==> config.mk <==
export PLATFORM = sky130hd
export DESIGN_NAME = pt8_timer
export DESIGN_NICKNAME = d
export VERILOG_FILES = /design/src/verilog/pt8_pkg.sv /design/src/verilog/pt8_scaler.sv /design/src/verilog/pt8_timer.sv
export SDC_FILE = /design/constraint.sdc
export NUM_CORES = 1
export LEC_CHECK = 0
export BUFFER_PORTS_ARGS = -buffer_cell sky130_fd_sc_hd__buf_4
export CORE_AREA = 2 2 68 118
export DETAILED_ROUTE_END_ITERATION = 16
export DIE_AREA = 0 0 70 120
export PLACE_DENSITY = 0.66
export SLEW_MARGIN = 20
export SYNTH_ARGS = -nofsm -noshare
export SYNTH_HDL_FRONTEND = slang
export SYNTH_HIERARCHICAL = 1
export SYNTH_SLANG_ARGS = --single-unit
==> constraint.sdc <==
create_clock -name pclk -period 6.15 [get_ports pclk]
set_input_delay 0.9225 -clock pclk [delete_from_list [all_inputs] [get_ports pclk]]
set_output_delay 0.9225 -clock pclk [all_outputs]
set_load 0.005 [all_outputs]
==> src/verilog/pt8_pkg.sv <==
// package of offsets, fields and reset values for the 8-bit period timer
package pt8_pkg;
  localparam logic [7:0] PT8_FLAGS_IDX    = 8'h0C;
  localparam logic [7:0] PT8_COUNT_IDX    = 8'h11;
  localparam logic [7:0] PT8_CONTROL_IDX  = 8'h12;
  localparam logic [7:0] PT8_ENABLES_IDX  = 8'h8C;
  localparam logic [7:0] PT8_LIMIT_IDX    = 8'h92;
  localparam int         PT8_ADDR_W       = 12;
  localparam int         PT8_MATCH_BIT    = 1;
  localparam int         PT8_PRE_LSB      = 0;
  localparam int         PT8_ON_BIT       = 2;
  localparam int         PT8_POST_LSB     = 3;
  localparam logic [7:0] PT8_COUNT_RST    = 8'h00;
  localparam logic [7:0] PT8_LIMIT_RST    = 8'hFF;
  localparam logic [6:0] PT8_CONTROL_RST  = 7'h00;
  localparam logic [7:0] PT8_FLAGS_RST    = 8'h00;
  localparam logic [7:0] PT8_ENABLES_RST  = 8'h00;
  localparam logic [3:0] PT8_PRE_DIV1_END = 4'h0;
  localparam logic [3:0] PT8_PRE_DIV4_END = 4'h3;
  localparam logic [3:0] PT8_PRE_DIV16_END = 4'hF;
  localparam logic [1:0] PT8_QDIV_END     = 2'h3;
  function automatic logic [PT8_ADDR_W-1:0] pt8_byte_addr(input logic [7:0] idx);
    pt8_byte_addr = {2'b00, idx, 2'b00};
  endfunction : pt8_byte_addr
endpackage : pt8_pkg

==> src/verilog/pt8_scaler.sv <==
// small clearable divider: pulses when its count reaches a programmable end
`timescale 1ns/1ns
module pt8_scaler #(
  parameter int W = 4
) (
  input  wire logic         pclk,
  input  wire logic         presetn,
  input  wire logic         clr,
  input  wire logic         tick,
  input  wire logic [W-1:0] last,
  output logic              pulse
);
  logic [W-1:0] cnt_ff;
  logic [W-1:0] nxt_cnt;
  wire          at_end = (cnt_ff >= last);
  assign pulse   = tick & at_end & ~clr;
  assign nxt_cnt = clr ? '0 : (tick ? (at_end ? '0 : cnt_ff + 1'b1) : cnt_ff);
  always_ff @(posedge pclk or negedge presetn) begin
    if (!presetn) begin
      cnt_ff <= '0;
    end else begin
      cnt_ff <= nxt_cnt;
    end
  end
endmodule : pt8_scaler

==> src/verilog/pt8_timer.sv <==
// 8-bit period timer with prescaler, postscaler and an APB register slave
// Function
// - 8-bit up-counter fed through a prescaler; match goes through a postscaler.
// - count is software read/write and zero after every reset.
// - counter ticks at instruction clock divided by 1, 4 or 16.
// - count runs from zero to period limit, then wraps to zero with a match.
// - period limit is read/write and resets to all ones.
// - postscaler divides matches by 1 to 16 and sets flag bit 1.
// - counting happens only while count enable (control bit 2) is set.
// - count write, control write or reset clears both scaler counters.
// - a control write leaves the count unchanged.
// - period match is exported as the PWM time base.
// - un-postscaled match is given to the serial port for its shift clock.
//
// The APB interface to the registers was decided locally.
`timescale 1ns/1ns
module pt8_timer
  import pt8_pkg::*;
(
  input  wire logic                       pclk,
  input  wire logic                       presetn,
  input  wire logic                       psel,
  input  wire logic                       penable,
  input  wire logic                       pwrite,
  input  wire logic [pt8_pkg::PT8_ADDR_W-1:0] paddr,
  input  wire logic [31:0]                pwdata,
  output logic      [31:0]                prdata,
  output logic                            pready,
  output logic                            pslverr,
  output logic                            pwm_period_match,
  output logic                            serial_shift_tick,
  output logic                            period_match_irq
);
  logic [1:0] qdiv_ff;
  logic [7:0] count_ff;
  logic [7:0] limit_ff;
  logic [6:0] control_ff;
  logic       flag_ff;
  logic       irq_en_ff;
  logic [31:0] rdata_ff;
  logic       slverr_ff;
  logic       pwm_ff;
  logic       ssp_ff;
  logic       irq_ff;
  logic       ready_ff;
  logic [1:0] nxt_qdiv;
  logic [7:0] nxt_count;
  logic       nxt_flag;
  logic [31:0] nxt_rdata;

  function automatic logic hit(input logic [PT8_ADDR_W-1:0] a, input logic [7:0] idx);
    hit = (a == pt8_byte_addr(idx));
  endfunction : hit

  // apb decode; the slave answers in the access phase with no wait state
  wire        acc       = psel & penable;
  wire        wr        = acc & pwrite;
  wire        hit_flags = hit(paddr, PT8_FLAGS_IDX);
  wire        hit_en    = hit(paddr, PT8_ENABLES_IDX);
  wire        hit_count = hit(paddr, PT8_COUNT_IDX);
  wire        hit_ctrl  = hit(paddr, PT8_CONTROL_IDX);
  wire        hit_limit = hit(paddr, PT8_LIMIT_IDX);
  wire        mapped    = hit_flags | hit_en | hit_count | hit_ctrl | hit_limit;
  wire        wr_count  = wr & hit_count;
  wire        wr_ctrl   = wr & hit_ctrl;
  wire        wr_flags  = wr & hit_flags;

  wire        count_on  = control_ff[PT8_ON_BIT];
  wire [1:0]  pre_sel   = control_ff[PT8_PRE_LSB +: 2];
  wire [3:0]  post_sel  = control_ff[PT8_POST_LSB +: 4];
  // scalers restart on any count or control write so the next period is whole
  wire        scl_clr   = wr_count | wr_ctrl;

  // instruction clock: one cycle in four of pclk stands for one instruction cycle
  wire        instr_tick = count_on & (qdiv_ff == PT8_QDIV_END);
  assign nxt_qdiv = (scl_clr | ~count_on) ? 2'b00 : qdiv_ff + 2'b01;

  // prescale end count: /1, /4, /16
  wire [3:0]  pre_last = (pre_sel == 2'b00) ? PT8_PRE_DIV1_END :
                         (pre_sel == 2'b01) ? PT8_PRE_DIV4_END : PT8_PRE_DIV16_END;
  wire        inc_tick;
  wire        post_pulse;

  pt8_scaler #(.W(4)) u_prescale (
    .pclk    (pclk),
    .presetn (presetn),
    .clr     (scl_clr),
    .tick    (instr_tick),
    .last    (pre_last),
    .pulse   (inc_tick)
  );

  wire        at_limit = (count_ff == limit_ff);
  wire        match    = inc_tick & at_limit;
  // a count above the limit runs on and wraps through 8'hFF back to zero
  assign nxt_count = wr_count ? pwdata[7:0] :
                     match    ? PT8_COUNT_RST :
                     inc_tick ? count_ff + 8'h01 : count_ff;

  pt8_scaler #(.W(4)) u_postscale (
    .pclk    (pclk),
    .presetn (presetn),
    .clr     (scl_clr),
    .tick    (match),
    .last    (post_sel),
    .pulse   (post_pulse)
  );

  // hardware set wins over a software clear in the same cycle
  assign nxt_flag = post_pulse | (wr_flags ? pwdata[PT8_MATCH_BIT] : flag_ff);

  wire [7:0] flags_rd = {6'b000000, flag_ff, 1'b0};
  wire [7:0] en_rd    = {6'b000000, irq_en_ff, 1'b0};
  assign nxt_rdata = (~psel | pwrite) ? 32'h0000_0000 :
                     hit_flags ? {24'h000000, flags_rd} :
                     hit_en    ? {24'h000000, en_rd} :
                     hit_count ? {24'h000000, count_ff} :
                     hit_ctrl  ? {25'h0000000, control_ff} :
                     hit_limit ? {24'h000000, limit_ff} : 32'h0000_0000;

  always_ff @(posedge pclk or negedge presetn) begin
    if (!presetn) begin
      qdiv_ff  <= 2'b00;
      count_ff <= PT8_COUNT_RST;
      flag_ff  <= PT8_FLAGS_RST[PT8_MATCH_BIT];
    end else begin
      qdiv_ff  <= nxt_qdiv;
      count_ff <= nxt_count;
      flag_ff  <= nxt_flag;
    end
  end

  always_ff @(posedge pclk or negedge presetn) begin
    if (!presetn) begin
      limit_ff   <= PT8_LIMIT_RST;
      control_ff <= PT8_CONTROL_RST;
      irq_en_ff  <= PT8_ENABLES_RST[PT8_MATCH_BIT];
    end else begin
      if (wr & hit_limit) begin
        limit_ff <= pwdata[7:0];
      end
      if (wr_ctrl) begin
        control_ff <= pwdata[6:0];
      end
      if (wr & hit_en) begin
        irq_en_ff <= pwdata[PT8_MATCH_BIT];
      end
    end
  end

  // read data is registered in the setup cycle, so it is valid in the access phase
  always_ff @(posedge pclk or negedge presetn) begin
    if (!presetn) begin
      rdata_ff  <= 32'h0000_0000;
      slverr_ff <= 1'b0;
      pwm_ff    <= 1'b0;
      ssp_ff    <= 1'b0;
      irq_ff    <= 1'b0;
      ready_ff  <= 1'b1;
    end else begin
      ready_ff  <= 1'b1;
      rdata_ff  <= nxt_rdata;
      slverr_ff <= psel & ~penable & ~mapped;
      pwm_ff    <= match;
      ssp_ff    <= match;
      irq_ff    <= nxt_flag & irq_en_ff;
    end
  end

  assign prdata           = rdata_ff;
  // no wait states; kept as a flop so every output leaves a register
  assign pready           = ready_ff;
  assign pslverr          = slverr_ff;
  assign pwm_period_match = pwm_ff;
  assign serial_shift_tick = ssp_ff;
  assign period_match_irq = irq_ff;
endmodule : pt8_timer

======== After elaboration in Yosys (flattened, before gate mapping) ========
Index checks and enable logic that the tools add are counted.
storage, ports and cells
  output and inout bits ................... 37
  register bits ........................... 46
  memory bits (read-only) ................. 0
  input bits .............................. 49
  memories ................................ 0
  bits in latches ......................... 0
  memory bits (writable) .................. 0
cells by class
  equal/unequal tests ..................... 8
  add/subtract/negate cells ............... 4
  divide/modulo/power cells ............... 0
  muxes and demuxes ....................... 19
  bitwise gates (word level) .............. 29
  shift-type cells ........................ 0
  reduce and logical (&&, ||, !) cells .... 4
  $mul .................................... 0
  magnitude comparators ................... 2
operators with widths
  operator                                          count
  2-to-1 mux 8 bit                                  9
  2-to-1 mux 4 bit                                  8
  == test 12 x 10 -> 1 bit (second input constant)  2
  == test 12 x 7 -> 1 bit (second input constant)   2
  AND 1 bit                                         16
  == test 12 x 6 -> 1 bit (second input constant)   1
  adder 4 x 1 -> 4 bit (second input constant)      2
  adder 8 x 1 -> 8 bit (second input constant)      1
  == test 8 bit                                     1
  greater-or-equal comparator 4 bit                 2
  OR 1 bit                                          8
  NOT 1 bit                                         5
  nonzero test 2 bit                                2
  nonzero test 3 bit                                1
  adder 2 x 1 -> 2 bit (second input constant)      1
  == test 2 x 1 -> 1 bit (second input constant)    1
  == test 2 bit (second input constant)             1
  zero test 2 bit                                   1
  2-to-1 mux 2 bit                                  1
  2-to-1 mux 1 bit                                  1

======== Logic depth before layout (Yosys ltp) ========
  depth after elaboration ................. 11
  mapped depth ............................ 12
  depth with buffers taken out ............ 11

======== By module ========
The synthesis kept the hierarchy.
modules (own cells, without submodules)
  module      area each (µm²)  times used  seq. area each (µm²)  cells an instance
  pt8_timer   2217.1           1           960.9                 220
  pt8_scaler  342.8            2           100.1                 35

======== Least setup slack after synthesis ========
No wires, ideal clock.
  path type ............................... input -> register
  start point ............................. input port paddr[6] in the netlist's numbering
  end point ............................... register irq_ff, in the netlist period_match_irq
  arrival time ............................ 3479 ps
  path buffers ............................ 1
  library setup time ...................... 82 ps
  stages .................................. 11
  setup slack ............................. 2589 ps
  cells stage by stage .................... nor3b_1 -> nand3_1 -> nor3_2 -> buf_4 -> or2_2 -> nor4b_1 -> nand2_1 -> nor3_1 -> nor4b_1 -> inv_1 -> a31oi_1
on the way
  longest elaborated chain between the ends .. 10
ends and longest elaborated chain
  item                                 line                              source
  start, declared                      pt8_timer.sv:25                   input wire logic [pt8_pkg::PT8_ADDR_W-1:0] paddr,
  == test 12 x 7 -> 1 bit              pt8_timer.sv:52                   hit = (a == pt8_byte_addr(idx));
  AND 1 bit, on equally long branches  pt8_timer.sv:64, pt8_timer.sv:65
  OR 1 bit *                           pt8_timer.sv:72                   wire scl_clr = wr_count | wr_ctrl;
  via scl_clr                          pt8_timer.sv:72
  NOT 1 bit *                          pt8_scaler.sv:16                  assign pulse = tick & at_end & ~clr;
  AND 1 bit *                          pt8_scaler.sv:16
  via inc_tick                         pt8_timer.sv:81                   wire inc_tick;
  AND 1 bit *                          pt8_timer.sv:94                   wire match = inc_tick & at_limit;
  via match                            pt8_timer.sv:94
  AND 1 bit * (2 in series)            pt8_scaler.sv:16
  via post_pulse                       pt8_timer.sv:82                   wire post_pulse;
  OR 1 bit *                           pt8_timer.sv:110                  assign nxt_flag = post_pulse | (wr_flags ? pwdata[PT8_MATCH_BIT] : flag_ff);
  AND 1 bit *                          pt8_timer.sv:166                  irq_ff <= nxt_flag & irq_en_ff;
  end signal, assigned                 pt8_timer.sv:166
  end, declared                        pt8_timer.sv:44                   logic irq_ff;
Mark *: on every way through the listed nets, which the timed path passes. The rest lies on a longest branch.
A chain may end at the register's enable or synchronous reset.

======== Worst setup path after layout ========
  start point ............................. input port paddr[9] in the netlist's numbering
  end point ............................... register irq_ff, in the netlist period_match_irq
The elaborated chain is that of the path after synthesis.

==> results.md <==
Timing:
- The max-slew headroom at the worst pin is 0.334.
- The final critical path time including I/O delays and setup is 3.72 ns.
- The max-slew violation count is 0.
- Setup total negative slack on the finished layout was measured at 0 ns.
- The tightest hold path in the finished design has a slack of 0.446 ns.
- On the final layout, the worst clock skew is 0.00765 ns.
- At the pin with the least slew margin, the transition time is 0.992 ns.
- The count of endpoints failing setup in the final report is 0.
- Setup repair after global routing left no endpoint under its margin.
- The top achievable clock speed is 269 MHz.
- The number of hold-slack violations in the final timing report is 0.
- Of the available clock period, the critical path in the final layout requires 0.605.

Die:
- The die is 120 um tall.
- The count of boundary I/O pins is 86.
- Measured along the x axis, the die boundary spans 70 um.
- The area inside the core boundary is 7460 sq um.
- The floorplan step defined a die boundary enclosing 8400 sq um.
- After floorplanning, the core was divided into 42 placement rows.
- The initial core utilization is 0.389.

CTS:
- Post-CTS timing repair inserted 0 buffers for setup.
- The tree is rooted in a sky130_fd_sc_hd__clkbuf_16.
- The maximum buffer depth of the clock tree is 2.
- At the later pin of the worst-skew pair, clock insertion delay measures 0.29 ns.
- The clock sink count is 46.
- Clock tree synthesis inserted a total of 5 buffers.
- The clock tree from TritonCTS is done.
- The clock-pin slew on the worst setup and hold paths is 0.06 ns.
- The H-tree generated during clock tree synthesis spans 2 levels.
- The quantity of hold-fixing buffers added after cts is 0.
- The total of cells resized after clock tree synthesis is 0.

Critical path:
- Traced cell by cell, the critical path runs through buf_4 -> inv_1 -> nand4_1 -> nor3_2 -> buf_4 -> or2_2 -> nor4b_2 -> buf_4 -> nand2_1 -> nor3_1 -> buf_4 -> nor4b_1 -> inv_1 -> a31oi_1.
- At the worst endpoint, the required time is 6.36 ns.
- The kind of cell adding the most delay to the critical path is simple AND/OR/NAND/NOR gates.
- The kind of start point of the critical path is an input port.
- The maximum fanout along the worst path is 20.
- Data on the critical path arrives at its endpoint at 3.93 ns.
- The critical path contains buffers and inverters numbering 6 combined.
- The cell type with the highest occurrence count on the critical path is sky130_fd_sc_hd__buf_4.
- Counting buffers and inverters, the worst setup path is 14 cells deep.
- The count of cells along the worst register-to-register path is 12.
- The worst setup path is captured at a flip-flop.
- In this design, the stage delay of the slowest critical-path cell is 0.42 ns.
- Among all stages on the critical path, the largest delay is contributed by sky130_fd_sc_hd__or2_2.
- The critical path in this run is classified as in -> reg.

Synth:
- The cell type with the highest aggregate area in the netlist is sky130_fd_sc_hd__dfrtp_1.
- The number of cells produced by synthesis is 290.
- The count of cell types in the netlist is 47.
- The share of synthesized area occupied by flip-flops and latches is 0.400.
- Yosys printed 6 warnings.
- The leading register cell type out of synthesis is sky130_fd_sc_hd__dfrtp_1.
- The per-instance average area after synthesis is 10.0 sq um.
- Yosys mapped a number of flops with a built-in enable equal to 0.
- The area share of the leading cell type in the synthesized netlist is 0.328.
- The async set or reset register ratio after synthesis is 1.00.
- The flip-flop and latch count after synthesis is 46.
- The post-synthesis instance area is 2900 sq um.
- Yosys attributes the largest share of cell area to sky130_fd_sc_hd__dfrtp_1 33%, sky130_fd_sc_hd__dfstp_2 7.2%, sky130_fd_sc_hd__buf_4 7.0%.

Status:
- The flow ran to the end, and the final reports show no timing, DRC or antenna violations.

GRT:
- Global routing finished with a remaining overflow of 0.
- The overall global routing resource usage is 0.156.
- Entering global routing, the biggest net connects 47 pins.
- The number of global-route vias before repair is 2136.
- The number of antenna violations at the first check in global routing is 0.
- The first global-routing pass estimated 10200 um of wire.

Placement:
- The number of I/O port buffers is 36.
- The routability congestion estimate from global placement is 0.826.
- The post-place instance area is 3180 sq um.
- The wire-length estimate of the detail-placed layout is 4600 um.

Final layout:
- In the final layout, the share of cells above drive strength 1 is 0.256.
- For this run, the post-layout net count is 388.
- The number of antenna cells inserted is 0.
- At the end of the flow the core is filled with cells to 0.449.
- The area of all placed cells without fillers is 3350 sq um.
- Relative to the synthesized area, the layout overhead comes to 15.3%.

Detailed routing:
- The first-iteration detailed-routing DRC count is 94.
- After detailed routing, the average wire length per cell comes to 14.7 um.
- The detail route stage leaves a number of antenna-violating nets equal to 0.
- The number of detailed-route iterations in the first pass is 4.
- After detailed routing, the number of vias per cell comes to 5.19.
- For this block, the via count after detailed routing is 2161.
- The final routed wirelength across all metal layers is 6120 um.
- The count of unresolved DRC violations after routing is 0.

Min path:
- In this run the worst hold path is classified as reg -> reg.
- Counting instances, the worst hold path has a depth of 1.

Power:
- The worst voltage drop across the vdd grid is 0.0000999 V.
- In this run the static leakage power is 0.00147 uW.
- Summing internal, switching and leakage power gives 654 uW.
- The power density relative to cell area is 195 nW/um^2.

Flow run:
- Max-cap violations in this run came to 0.
cells in the mapped netlist (3+ instances only):
master,instances
sky130_fd_sc_hd__o21ai_0,11
sky130_fd_sc_hd__clkbuf_1,4
sky130_fd_sc_hd__dfstp_2,8
sky130_fd_sc_hd__nand4_1,4
sky130_fd_sc_hd__nor2_1,21
sky130_fd_sc_hd__o22ai_1,3
sky130_fd_sc_hd__nand3_1,9
sky130_fd_sc_hd__nand2b_1,9
sky130_fd_sc_hd__a21oi_1,16
sky130_fd_sc_hd__a211o_1,4
sky130_fd_sc_hd__nand2_1,15
sky130_fd_sc_hd__inv_1,15
sky130_fd_sc_hd__xnor2_1,8
sky130_fd_sc_hd__ha_1,12
sky130_fd_sc_hd__a211oi_1,4
sky130_fd_sc_hd__buf_4,27
sky130_fd_sc_hd__mux2i_1,8
sky130_fd_sc_hd__nor3b_1,9
sky130_fd_sc_hd__dfrtp_1,38
sky130_fd_sc_hd__mux2_2,18
sky130_fd_sc_hd__o211ai_1,4
sky130_fd_sc_hd__and2_1,3
sky130_fd_sc_hd__nor3_1,4
layout make-up:
| type | instances | area (sq um) |
|---|---|---|
| Multi-Input combinational cell | 220 | 1560 |
| Clock buffer | 7 | 143 |
| Inverter | 15 | 56.3 |
| Fill cell | 712 | 4110 |
| Timing Repair Buffer | 39 | 293 |
| Clock inverter | 1 | 30.0 |
| Tap cell | 88 | 110 |
| Sequential cell | 46 | 1160 |
per-stage QoR:
stage,cells,setup WS [ns]
after CTS,416,2.41
after detailed placement,408,2.14
after floorplan,313,2.59
after global placement,408,2.14
final,416,2.43
after global routing,416,2.15
routing by layer:
metal | up-vias | global-route usage | part of all wire | wire length [um]
li1 | 1046 | - | - | -
met4 | 0 | 0.0817 | 0.031 | 192
met3 | 9 | 0.0336 | 0.048 | 294
met1 | 1043 | 0.157 | 0.36 | 2220
met5 | - | 0 | 0 | 0
met2 | 63 | 0.293 | 0.56 | 3410
worst paths after layout:
check / slack, ns / from / to
worst max-delay path: 2.43 / paddr[9] / period_match_irq$_DFF_PN0_
worst min-delay path: 0.45 / qdiv_ff[0]$_DFF_PN0_ / qdiv_ff[0]$_DFF_PN0_
worst max register to register: 3.09 / control_ff[0]$_DFFE_PN0P_ / period_match_irq$_DFF_PN0_
worst min register to register: 0.45 / qdiv_ff[0]$_DFF_PN0_ / qdiv_ff[0]$_DFF_PN0_
max in group asynchronous: 5.11 / presetn / prdata[6]$_DFF_PN0_
min in group asynchronous: 0.64 / presetn / prdata[5]$_DFF_PN0_
cell families after synthesis:
kind of cell / after synthesis / share of synthesized area
DFF: 46 / 0.400
adders and majority gates: 12 / 0.0517
buffers and inverters: 47 / 0.0961
other: 2 / 0.00259
xor gates and xnor gates: 8 / 0.0241
and+or+nand+nor: 96 / 0.197
AOI/OAI and AO/OA: 53 / 0.131
muxes: 26 / 0.0974
state kept, by name, summed over array words and instances, names as in the netlist:
signal and count:
count_ff 8, limit_ff 8, prdata 8, control_ff 7, u_postscale/cnt_ff 4, u_prescale/cnt_ff 4
qdiv_ff 2, flag_ff 1, irq_en_ff 1, period_match_irq 1, pslverr 1, pwm_period_match 1
where the power goes:
| group | switching [uW] | internal, uW |
|---|---|---|
| Combinational | 21.5 | 14.1 |
| Clock | 112 | 203 |
| Sequential | 0.430 | 304 |
| Total | 133 | 521 |
placed cells by master, fill, tap and decap left out, drive strengths merged, types with 2 or more instances in the layout:
cell / instances
nor3b: 9
clkbuf: 7
nor3: 5
a2bb2oi: 2
a211o: 4
or2: 2
nand4: 5
conb: 25
o22ai: 3
o211ai: 4
nand3: 9
or4: 2
o21a: 2
and2: 3
inv: 15
nor2b: 2
a211oi: 4
o21ai: 11
mux2i: 8
nand2: 15
dfstp: 8
nor4b: 2
dfrtp: 38
a2111oi: 2
a21oi: 16
buf: 39
nand3b: 2
xnor2: 8
ha: 12
nor4: 2
nor2: 23
mux2: 18
nor4bb: 2
nand2b: 11
Power figures use the tool's default switching activity.
